==> src/core/row_spacing_pkg.sv <==
// Purpose: Shared constants and types for row open / row close spacing
// Assumes: Two bank sets picked by bank address bit 0; gaps in clock periods
// Notes: Link runs on the single reference clock
package row_spacing_pkg;
   localparam int SETS = 2;
   localparam int BANK_W = 3;
   localparam int SET_BIT = 0;
   localparam int AGE_W = 4;
   localparam logic [AGE_W-1:0] AGE_MAX = 4'hF;
   localparam logic [AGE_W-1:0] AGE_ONE = 4'h1;
   // Clock period of the link, ns
   localparam int CLOCK_PERIOD_NS = 10;
   // Gaps as printed, in clock periods
   localparam int OPEN_GAP_SAME_CP = 4;
   localparam int OPEN_GAP_CROSS_CP = 4;
   localparam int CLOSE_GAP_SAME_CP = 4;
   localparam int CLOSE_GAP_CROSS_CP = 1;
   localparam int DEV_MIN_OPEN_CROSS_CP = 4;
   localparam int DEV_MIN_CLOSE_CROSS_CP = 1;
   // Gap counts in cycles; one clock period per cycle
   localparam logic [AGE_W-1:0] OPEN_GAP_SAME = AGE_W'(OPEN_GAP_SAME_CP);
   localparam logic [AGE_W-1:0] OPEN_GAP_CROSS = AGE_W'(OPEN_GAP_CROSS_CP);
   localparam logic [AGE_W-1:0] CLOSE_GAP_SAME = AGE_W'(CLOSE_GAP_SAME_CP);
   localparam logic [AGE_W-1:0] CLOSE_GAP_CROSS = AGE_W'(CLOSE_GAP_CROSS_CP);
   localparam logic [AGE_W-1:0] DEV_MIN_OPEN_CROSS = AGE_W'(DEV_MIN_OPEN_CROSS_CP);
   localparam logic [AGE_W-1:0] DEV_MIN_CLOSE_CROSS = AGE_W'(DEV_MIN_CLOSE_CROSS_CP);
   typedef enum logic [1:0]
   {
      KIND_IDLE = 2'h0,
      KIND_OPEN = 2'h1,
      KIND_CLOSE = 2'h3
   } pkt_kind_t;
endpackage

==> src/core/row_link_if.sv <==
// Purpose: Request packet link between controller and memory device
// Assumes: Both ends clocked by the same reference clock
// Notes: Packet fields stand for one cycle with pkt_valid
`timescale 1ns/10ps
interface row_link_if;
   logic pkt_valid;
   row_spacing_pkg::pkt_kind_t pkt_kind;
   logic [row_spacing_pkg::BANK_W-1:0] pkt_bank;
   logic pkt_delay;
   logic pkt_refresh;
   logic pkt_dual;
   logic [row_spacing_pkg::BANK_W-1:0] pkt_bank2;
   modport ctrl (
      output pkt_valid,
      output pkt_kind,
      output pkt_bank,
      output pkt_delay,
      output pkt_refresh,
      output pkt_dual,
      output pkt_bank2
   );
   modport dev (
      input pkt_valid,
      input pkt_kind,
      input pkt_bank,
      input pkt_delay,
      input pkt_refresh,
      input pkt_dual,
      input pkt_bank2
   );
endinterface

==> src/core/row_cmd_issuer.sv <==
// Purpose: Controller end: spaces row open and row close packets per bank set
// Assumes: User request fields stand while i_req_valid is high
// Notes: Ready is combinational; packet fields leave from flops
`timescale 1ns/10ps
// Operation
// Bank set chosen by bank bit zero
// Same-set opens spaced by same-set gap
// Cross-set opens spaced by cross-set gap
// Both gaps four: no open interleaving
// Cross gap two: open inserted between; code raises the open cross gap to four, so none is inserted
// Cross gap one: insert need not centre; code raises the open cross gap to four
// Cross gap zero uses one-cycle delay; code raises the open cross gap to four instead
// Device needs cross open gap four
// Same-set closes spaced by same-set gap
// Cross-set closes spaced by cross gap
// Both close gaps four: same spacing
// Close cross gap two allows insertion
// Close cross gap one: off-centre allowed
// Close cross gap zero uses delay; code raises the close cross gap to one instead
// Dual close packet hits both sets
// Device cross close gap at least one
// Track last open/close per set
module row_cmd_issuer #(
   parameter logic [row_spacing_pkg::AGE_W-1:0] OPEN_GAP_SAME = row_spacing_pkg::OPEN_GAP_SAME,
   parameter logic [row_spacing_pkg::AGE_W-1:0] OPEN_GAP_CROSS = row_spacing_pkg::OPEN_GAP_CROSS,
   parameter logic [row_spacing_pkg::AGE_W-1:0] CLOSE_GAP_SAME = row_spacing_pkg::CLOSE_GAP_SAME,
   parameter logic [row_spacing_pkg::AGE_W-1:0] CLOSE_GAP_CROSS = row_spacing_pkg::CLOSE_GAP_CROSS
)(
   input wire logic i_ref_clk,
   input wire logic i_srst,
   input wire logic i_req_valid,
   input wire row_spacing_pkg::pkt_kind_t i_req_kind,
   input wire logic [row_spacing_pkg::BANK_W-1:0] i_req_bank,
   input wire logic i_req_delay,
   input wire logic i_req_refresh,
   input wire logic i_req_dual,
   input wire logic [row_spacing_pkg::BANK_W-1:0] i_req_bank2,
   output logic o_req_ready,
   output logic o_req_bad,
   row_link_if.ctrl link
);
   localparam int AW = row_spacing_pkg::AGE_W;
   // Gaps below what the device accepts are raised; the short cases stay unused
   localparam logic [AW-1:0] OCG = (OPEN_GAP_CROSS < row_spacing_pkg::DEV_MIN_OPEN_CROSS) ?
      row_spacing_pkg::DEV_MIN_OPEN_CROSS : OPEN_GAP_CROSS;
   localparam logic [AW-1:0] CCG = (CLOSE_GAP_CROSS < row_spacing_pkg::DEV_MIN_CLOSE_CROSS) ?
      row_spacing_pkg::DEV_MIN_CLOSE_CROSS : CLOSE_GAP_CROSS;

   typedef enum logic [1:0]
   {
      ST_RESET = 2'h0,
      ST_RUN = 2'h1
   } ctl_state_t;

   ctl_state_t state_q;
   ctl_state_t state_d;
   logic set_a;
   logic set_b;
   logic is_open;
   logic is_close;
   logic open_ok;
   logic close_single_ok;
   logic close_dual_ok;
   logic close_ok;
   logic shape_ok;
   logic go;
   logic go_open;
   logic go_close;
   logic [AW-1:0] open_age_q [row_spacing_pkg::SETS];
   logic [AW-1:0] close_age_q [row_spacing_pkg::SETS];
   logic [row_spacing_pkg::SETS-1:0] open_hit;
   logic [row_spacing_pkg::SETS-1:0] close_hit;

   // Hold off one cycle after reset so ages are settled
   always_comb
   begin
      case (state_q)
         ST_RESET: state_d = ST_RUN;
         ST_RUN: state_d = ST_RUN;
         default: state_d = ST_RESET;
      endcase
   end

   always_ff @(posedge i_ref_clk)
   begin
      if (i_srst)
         state_q <= ST_RESET;
      else
         state_q <= state_d;
   end

   assign set_a = i_req_bank[row_spacing_pkg::SET_BIT];
   assign set_b = i_req_bank2[row_spacing_pkg::SET_BIT];
   assign is_open = (i_req_kind == row_spacing_pkg::KIND_OPEN);
   assign is_close = (i_req_kind == row_spacing_pkg::KIND_CLOSE);

   // Same-set gap and cross-set gap are separate minimums
   assign open_ok = (open_age_q[set_a] >= OPEN_GAP_SAME) &&
      (open_age_q[~set_a] >= OCG);
   assign close_single_ok = (close_age_q[set_a] >= CLOSE_GAP_SAME) &&
      (close_age_q[~set_a] >= CCG);
   // Both closes in one packet execute on one edge, so each set needs its own gap
   assign close_dual_ok = (set_a != set_b) && (close_age_q[0] >= CLOSE_GAP_SAME) &&
      (close_age_q[1] >= CLOSE_GAP_SAME);
   assign close_ok = i_req_dual ? close_dual_ok : close_single_ok;

   // Dual on an open, same-set dual close, or idle kind can never be sent
   assign shape_ok = (is_open && !i_req_dual) || (is_close && (!i_req_dual || (set_a != set_b)));
   assign o_req_bad = i_req_valid && !shape_ok;

   assign o_req_ready = (state_q == ST_RUN) && shape_ok &&
      ((is_open && open_ok) || (is_close && close_ok));
   assign go = i_req_valid && o_req_ready;
   assign go_open = go && is_open;
   assign go_close = go && is_close;

   for (genvar s = 0; s < row_spacing_pkg::SETS; s++)
   begin : g_age
      logic [AW-1:0] open_age_d;
      logic [AW-1:0] close_age_d;

      assign open_hit[s] = go_open && (set_a == 1'(s));
      assign close_hit[s] = go_close &&
         ((set_a == 1'(s)) || (i_req_dual && (set_b == 1'(s))));

      // Cycles since the last packet to this set; saturating so idle never wraps
      always_comb
      begin
         open_age_d = open_age_q[s];
         if (open_hit[s])
            open_age_d = row_spacing_pkg::AGE_ONE;
         else if (open_age_q[s] != row_spacing_pkg::AGE_MAX)
            open_age_d = open_age_q[s] + row_spacing_pkg::AGE_ONE;
      end

      always_comb
      begin
         close_age_d = close_age_q[s];
         if (close_hit[s])
            close_age_d = row_spacing_pkg::AGE_ONE;
         else if (close_age_q[s] != row_spacing_pkg::AGE_MAX)
            close_age_d = close_age_q[s] + row_spacing_pkg::AGE_ONE;
      end

      always_ff @(posedge i_ref_clk)
      begin
         if (i_srst)
            open_age_q[s] <= row_spacing_pkg::AGE_MAX;
         else
            open_age_q[s] <= open_age_d;
      end

      always_ff @(posedge i_ref_clk)
      begin
         if (i_srst)
            close_age_q[s] <= row_spacing_pkg::AGE_MAX;
         else
            close_age_q[s] <= close_age_d;
      end
   end

   // Packet leaves one cycle after acceptance; spacing is kept since delay is fixed
   always_ff @(posedge i_ref_clk)
   begin
      if (i_srst)
         link.pkt_valid <= 1'b0;
      else
         link.pkt_valid <= go;
   end

   // Kind and qualifiers drop back to idle so a stale field never reads as a command
   always_ff @(posedge i_ref_clk)
   begin
      if (i_srst)
      begin
         link.pkt_kind <= row_spacing_pkg::KIND_IDLE;
         link.pkt_delay <= 1'b0;
         link.pkt_dual <= 1'b0;
      end
      else if (go)
      begin
         link.pkt_kind <= i_req_kind;
         link.pkt_delay <= i_req_delay;
         link.pkt_dual <= go_close && i_req_dual;
      end
      else
      begin
         link.pkt_kind <= row_spacing_pkg::KIND_IDLE;
         link.pkt_delay <= 1'b0;
         link.pkt_dual <= 1'b0;
      end
   end

   // Payload holds between packets; it means nothing without pkt_valid
   always_ff @(posedge i_ref_clk)
   begin
      if (i_srst)
      begin
         link.pkt_bank <= '0;
         link.pkt_refresh <= 1'b0;
         link.pkt_bank2 <= '0;
      end
      else if (go)
      begin
         link.pkt_bank <= i_req_bank;
         link.pkt_refresh <= i_req_refresh;
         link.pkt_bank2 <= i_req_bank2;
      end
   end
endmodule

==> src/flat_wrapper.sv <==
// flat-port wrapper written by rule: the top's interface ports become plain ports
module row_cmd_issuer_flat 
#(
   parameter logic [row_spacing_pkg::AGE_W-1:0] OPEN_GAP_SAME = row_spacing_pkg::OPEN_GAP_SAME,
   parameter logic [row_spacing_pkg::AGE_W-1:0] OPEN_GAP_CROSS = row_spacing_pkg::OPEN_GAP_CROSS,
   parameter logic [row_spacing_pkg::AGE_W-1:0] CLOSE_GAP_SAME = row_spacing_pkg::CLOSE_GAP_SAME,
   parameter logic [row_spacing_pkg::AGE_W-1:0] CLOSE_GAP_CROSS = row_spacing_pkg::CLOSE_GAP_CROSS
)
  (i_ref_clk, i_srst, i_req_valid, i_req_kind, i_req_bank, i_req_delay, i_req_refresh, i_req_dual, i_req_bank2, o_req_ready, o_req_bad, link_pkt_valid, link_pkt_kind, link_pkt_bank, link_pkt_delay, link_pkt_refresh, link_pkt_dual, link_pkt_bank2);
  row_link_if link_i ();
  input wire logic i_ref_clk;
  input wire logic i_srst;
  input wire logic i_req_valid;
  input wire row_spacing_pkg::pkt_kind_t i_req_kind;
  input wire logic [row_spacing_pkg::BANK_W-1:0] i_req_bank;
  input wire logic i_req_delay;
  input wire logic i_req_refresh;
  input wire logic i_req_dual;
  input wire logic [row_spacing_pkg::BANK_W-1:0] i_req_bank2;
  output logic o_req_ready;
  output logic o_req_bad;
  output wire logic [$bits(link_i.pkt_valid)-1:0] link_pkt_valid;
  output wire logic [$bits(link_i.pkt_kind)-1:0] link_pkt_kind;
  output wire logic [$bits(link_i.pkt_bank)-1:0] link_pkt_bank;
  output wire logic [$bits(link_i.pkt_delay)-1:0] link_pkt_delay;
  output wire logic [$bits(link_i.pkt_refresh)-1:0] link_pkt_refresh;
  output wire logic [$bits(link_i.pkt_dual)-1:0] link_pkt_dual;
  output wire logic [$bits(link_i.pkt_bank2)-1:0] link_pkt_bank2;
  assign link_pkt_valid = link_i.pkt_valid;
  assign link_pkt_kind = link_i.pkt_kind;
  assign link_pkt_bank = link_i.pkt_bank;
  assign link_pkt_delay = link_i.pkt_delay;
  assign link_pkt_refresh = link_i.pkt_refresh;
  assign link_pkt_dual = link_i.pkt_dual;
  assign link_pkt_bank2 = link_i.pkt_bank2;
  row_cmd_issuer #(.OPEN_GAP_SAME(OPEN_GAP_SAME), .OPEN_GAP_CROSS(OPEN_GAP_CROSS), .CLOSE_GAP_SAME(CLOSE_GAP_SAME), .CLOSE_GAP_CROSS(CLOSE_GAP_CROSS)) u_core (.i_ref_clk(i_ref_clk), .i_srst(i_srst), .i_req_valid(i_req_valid), .i_req_kind(i_req_kind), .i_req_bank(i_req_bank), .i_req_delay(i_req_delay), .i_req_refresh(i_req_refresh), .i_req_dual(i_req_dual), .i_req_bank2(i_req_bank2), .o_req_ready(o_req_ready), .o_req_bad(o_req_bad), .link(link_i));
endmodule
==> config.mk <==
export PLATFORM = sky130hd
export DESIGN_NAME = row_cmd_issuer_flat
export DESIGN_NICKNAME = d
export VERILOG_FILES = /design/src/core/row_spacing_pkg.sv /design/src/core/row_link_if.sv /design/src/core/row_cmd_issuer.sv /design/src/flat_wrapper.sv
export SDC_FILE = /design/constraint.sdc
export NUM_CORES = 1
export LEC_CHECK = 0
export BUFFER_PORTS_ARGS = -buffer_cell sky130_fd_sc_hd__buf_2
export CORE_MARGIN = 3
export CORE_UTILIZATION = 48
export DETAILED_ROUTE_END_ITERATION = 8
export PLACE_DENSITY = 0.77
export SLEW_MARGIN = 40
export SYNTH_ARGS = -nofsm -noshare
export SYNTH_HDL_FRONTEND = slang
export SYNTH_SLANG_ARGS = --single-unit
==> constraint.sdc <==
create_clock -name i_ref_clk -period 1.8 [get_ports i_ref_clk]
set_clock_uncertainty 0.15 [all_clocks]
set_input_delay 0 -clock i_ref_clk [delete_from_list [all_inputs] [get_ports i_ref_clk]]
set_output_delay 0 -clock i_ref_clk [all_outputs]
set_load 0.005 [all_outputs]
==> Word-level counts from Yosys, hierarchy flattened <==
Memories as Yosys holds them, arrays and structs flattened.
Cells that the tools add are included.
{ "classes": {"n_addsub": 4, "order_cmp": 6, "eq_ne": 8, "muxes": 17, "n_bitwise": 7, "reduce_logical": 31} }
{ "op_table": {"columns": ["op", "n"], "rows": [
  ["two-way mux 4 bit", 12],
  ["logical AND 1 bit", 21],
  ["greater-or-equal comparator 4 x 3 -> 1 bit, second input constant", 5],
  ["adder 4 x 1 -> 4 bit, second input constant", 4],
  ["inequality test 4 bit, second input constant", 4],
  ["logical OR 1 bit", 5],
  ["two-way mux 1 bit", 5],
  ["equality test 2 x 1 -> 1 bit, second input constant", 2],
  ["greater-or-equal comparator 4 x 1 -> 1 bit, second input constant", 1],
  ["OR 1 bit", 4],
  ["OR reduction 2 bit", 2],
  ["inverter 1 bit", 3],
  ["equality test 2 bit, second input constant", 1],
  ["zero test 1 bit", 2],
  ["zero test 2 bit", 1],
  ["inequality test 1 bit", 1]
]} }
{ "totals": {"regBits": 14, "ramBits": 16, "out_inout_bits": 14, "elab_cells": 83, "mem_count": 2} }
{ "mem_list": {"columns": ["memory", "words", "width", "read_ports", "rd_clocked_by_memory_dff", "write_ports", "line_no", "source"], "rows": [
  ["u_core.close_age_q", 2, 4, 4, 0, 2, "row_cmd_issuer.sv:70", "logic [AW-1:0] close_age_q [row_spacing_pkg::SETS];"],
  ["u_core.open_age_q", 2, 4, 4, 0, 2, "row_cmd_issuer.sv:69", "logic [AW-1:0] open_age_q [row_spacing_pkg::SETS];"]
]} }

==> Longest topological paths before layout <==
An unclocked memory read counts as a cell.
{ "logic_depth": {"word_depth": 13, "mapped_depth": 7, "ltp_nobuf": 5} }

==> Least setup slack after synthesis <==
Ideal clock, no wire load.
{ "synth_path": {"kind": "reg2reg", "from": "memory u_core.close_age_q[0][0] in the netlist's numbering", "to": "register u_core.link.pkt_bank[0]", "t_arrival_ns": 1.479, "path_slack_ns": 0.050, "path_stages_with_launch": 6, "synth_period_minus_slack_ns": 1.750, "path_cell_list": "dfxtp_1 > o21ai_0 > a221oi_2 > a211oi_4 > nor3_4 > mux2_2"} }
{ "synth_rtl": {"columns": ["element", "line_no", "source"], "rows": [
  ["start: declaration", "row_cmd_issuer.sv:70", null],
  ["end signal: assignment", "row_cmd_issuer.sv:205", "link.pkt_bank <= i_req_bank;"],
  ["end: declaration", "row_link_if.sv:16", "output pkt_bank,"]
]} }

==> results.ini <==
[cts]
cts.sinks = 29
cts_buffer_depth = 2
htree_levels = 2
numCtsBuffers = 5
cts_tree = built
insertion_delay_ps = 320
path_clk_slew_ps = 90
ctsRootBufferMaster = clkbuf_4

[synth]
mappedNetlistNets = 164
yosysTopAreaCellShare_pct = 40.8
yosysTopAreaCell = dfxtp_1
synth_edf_count = 0
yosysUniqueCellTypes = 36
synthTopCellsByCount = dfxtp_1 (29), nand2_1 (15), mux2i_1 (14)
synth_ff_type = dfxtp_1
syn_inst = 146
synth_area_sq_um = 1420
yosysMostFrequentCell = dfxtp_1
synth_area_leaders = dfxtp_1 (41%), mux2i_1 (9.9%), a32oi_1 (4.3%)
synth_seq_cells = 29
async_flop_share_pct = 0
synth.yosys.seq_area_share_pct = 40.8
postSynthAreaPerCell_sq_um = 9.74
yosys_warnings = 0

[worst_hold_path]
min_from = i_req_bank[0]
hold_depth = 4
hold_end = u_core.close_age_q[1][0]$_SDFFE_PP1N_
holdCritPathClass = primary input to register

[detailed_routing]
postRouteAntennaNets = 0
vias = 1309
vias_per_cell = 5.59
wl_per_cell_um = 15.8
wl_met1_um = 1410
highest_layer = met4
met3RoutedLength_um = 192
routed_wl_um = 3700
initialDrtViolationCount = 49
drcViolationCount = 0
drtPass1Iterations = 4
wl_met2_um = 1910

[placed_design]
gp_congestion = 0.775
hpwl_um = 2300
dpl_cell_area_sq_um = 1640
portBuffers = 27
pre_cts_slack_ps = -38.4

[power_and_ir_drop]
p_leak_uw = 0.000847
ir_worst_vdd_uv = 929
power.density_nw_per_um2 = 1180
power_uw = 2280

[layout]
area_delta_synth_final_pct = 35.7
fin_nets = 220
fin_util_pct = 69.3
drive_gt1_share_pct = 33.0
regArea_sq_um = 588
design_area_sq_um = 1930
diodes = 0
fill_cells = 200
multi_input_area_sq_um = 836

[setup_path]
crit_type = register to register
cp.required_ps = 1870
rr_worst_depth = 6
start_kind = register
cp.arrival_ps = 1840
end_kind = register
r2r_setup_slack_ps = 30
reg2reg_to = u_core.open_age_q[0][0]$_SDFFE_PP1N_
reg2reg_from = u_core.close_age_q[0][0]$_SDFFE_PP1P_
crit_fanout = 8

[timing]
slew_viol_final = 0
period_needed_ps = 1770
setup_slack_ps = 30.1
timing.fmax_mhz = 565
setup_viol = 0
finalCritPeriodShare_pct = 98.3
relSlewSlack_pct = 54.8
fin_hold_ws_ps = 24.1
hold_viol_final = 0
tightest_slew_ps = 677

[status]
status = finished clean

[floorplan]
die_h_um = 60.4
die_w_um = 60.4
initial_core_util_pct = 51.1
die_area_sq_um = 3650
io_pins = 28
rows = 19
placeableCoreArea_sq_um = 2780

[job]
maxCapViolations = 0

[global_route]
antenna_found_initial = 0
grt_pass1_vias = 1333
grt.total_usage_pct = 21.4
overflow = 0
grt_pass1_wl_um = 5800
grt_max_degree = 23

registers in the layout, summed over array words and instances, names as in the netlist:
signal,cells
u_core.link.pkt_bank2,3
u_core.state_q,1
u_core.link.pkt_kind,2
u_core.close_age_q,8
u_core.link.pkt_bank,3
u_core.link.pkt_dual,1
u_core.open_age_q,8
u_core.link.pkt_refresh,1
u_core.link.pkt_valid,1
u_core.link.pkt_delay,1
power breakdown:
group	internal, uW	total, uW	switching (uW)
logic	512	983	471
clock network	155	369	213
registers	791	925	134
total	1460	2280	819
timing repair:
| action | in CTS | in global routing |
|---|---|---|
| setup buffers | 1 | 0 |
| resized for setup | 7 | 14 |
| endpoints found under the setup margin | 5 | 11 |
| pin swaps | 1 | 6 |
| gates cloned | 0 | 0 |
| endpoints found under the hold margin | 23 | 0 |
| hold buffers | 15 | 0 |
metal layers:
| metal | vias up | GRT usage (%) |
|---|---|---|
| met4 | 0 | 12.4 |
| li1 | 641 | - |
| met1 | 591 | 24.4 |
| met5 | - | 0 |
| met2 | 57 | 36.0 |
| met3 | 20 | 5.96 |
worst max-delay path by stage:
| stage | endpoint | start | slack [ps] |
|---|---|---|---|
| after floorplan | u_core.link.pkt_bank[0]$_SDFFE_PP0N_ | u_core.close_age_q[0][0]$_SDFFE_PP1P_ | 50 |
| after global placement | u_core.open_age_q[0][0]$_SDFFE_PP1N_ | u_core.close_age_q[1][3]$_SDFFE_PP1P_ | 30 |
| after detailed placement | u_core.open_age_q[0][0]$_SDFFE_PP1N_ | u_core.close_age_q[1][3]$_SDFFE_PP1P_ | -40 |
| after CTS | o_req_ready | u_core.close_age_q[0][1]$_SDFFE_PP1P_ | 6 |
| after global routing | o_req_ready | u_core.close_age_q[1][1]$_SDFFE_PP1P_ | -10 |
| final | u_core.open_age_q[0][0]$_SDFFE_PP1N_ | u_core.close_age_q[0][0]$_SDFFE_PP1P_ | 30 |
through the flow:
| stage | TNS [ps] | cells |
|---|---|---|
| global placement | 0 | 210 |
| finish | 0 | 234 |
| global route | -27.9 | 234 |
| floorplan | 0 | 146 |
| detailed placement | -77.7 | 210 |
| CTS | 0 | 234 |
cells in the final DEF, fill, tap and decap left out, types with 2 or more instances in the layout:
master         synthesis  final
dfxtp_1               29     23
xor2_1                 5      5
nor2_1                12     10
a32oi_1                7      7
buf_4                  0     11
buf_2                  1     27
inv_1                  4      4
nand3_1                8      8
ha_1                   4      4
mux2i_1               14     14
dfxtp_2                0      6
nor2_4                 0      2
clkbuf_4               0      5
a22oi_1                2      2
nand2_1               15     15
dlygate4sd3_1          0     15
o21ai_2                1      2
and2_1                 3      3
o21ai_0                6      5
a21oi_1                2      2
a31oi_1                2      2
nand3b_1               5      5
clkbuf_1               3      3
buf_6                  3      3
a311o_1                3      3
area by class of cell:
class | count | area share (%)
clock buffer | 8 | 2.53
sequential | 29 | 30.5
timing repair buffer | 56 | 20.8
tap | 31 | 2.01
inverter | 4 | 0.779
multi-input combinational | 106 | 43.3
worst max-delay path: stages (launching register included):
cell      delay, ps
dfxtp_2         340
o21ai_2         190
a221oi_4        100
a211oi_4        300
nor3_4           90
buf_6           150
a311o_1         340
kinds of logic after synthesis:
family	synth area share, %
buf+inv	4.58
simple gates	20.5
mux	10.7
compound gates	16.8
xor+xnor	3.08
flops	40.8
fa+ha+maj	3.52
Note: power is estimated with default switching activity, not from simulation.
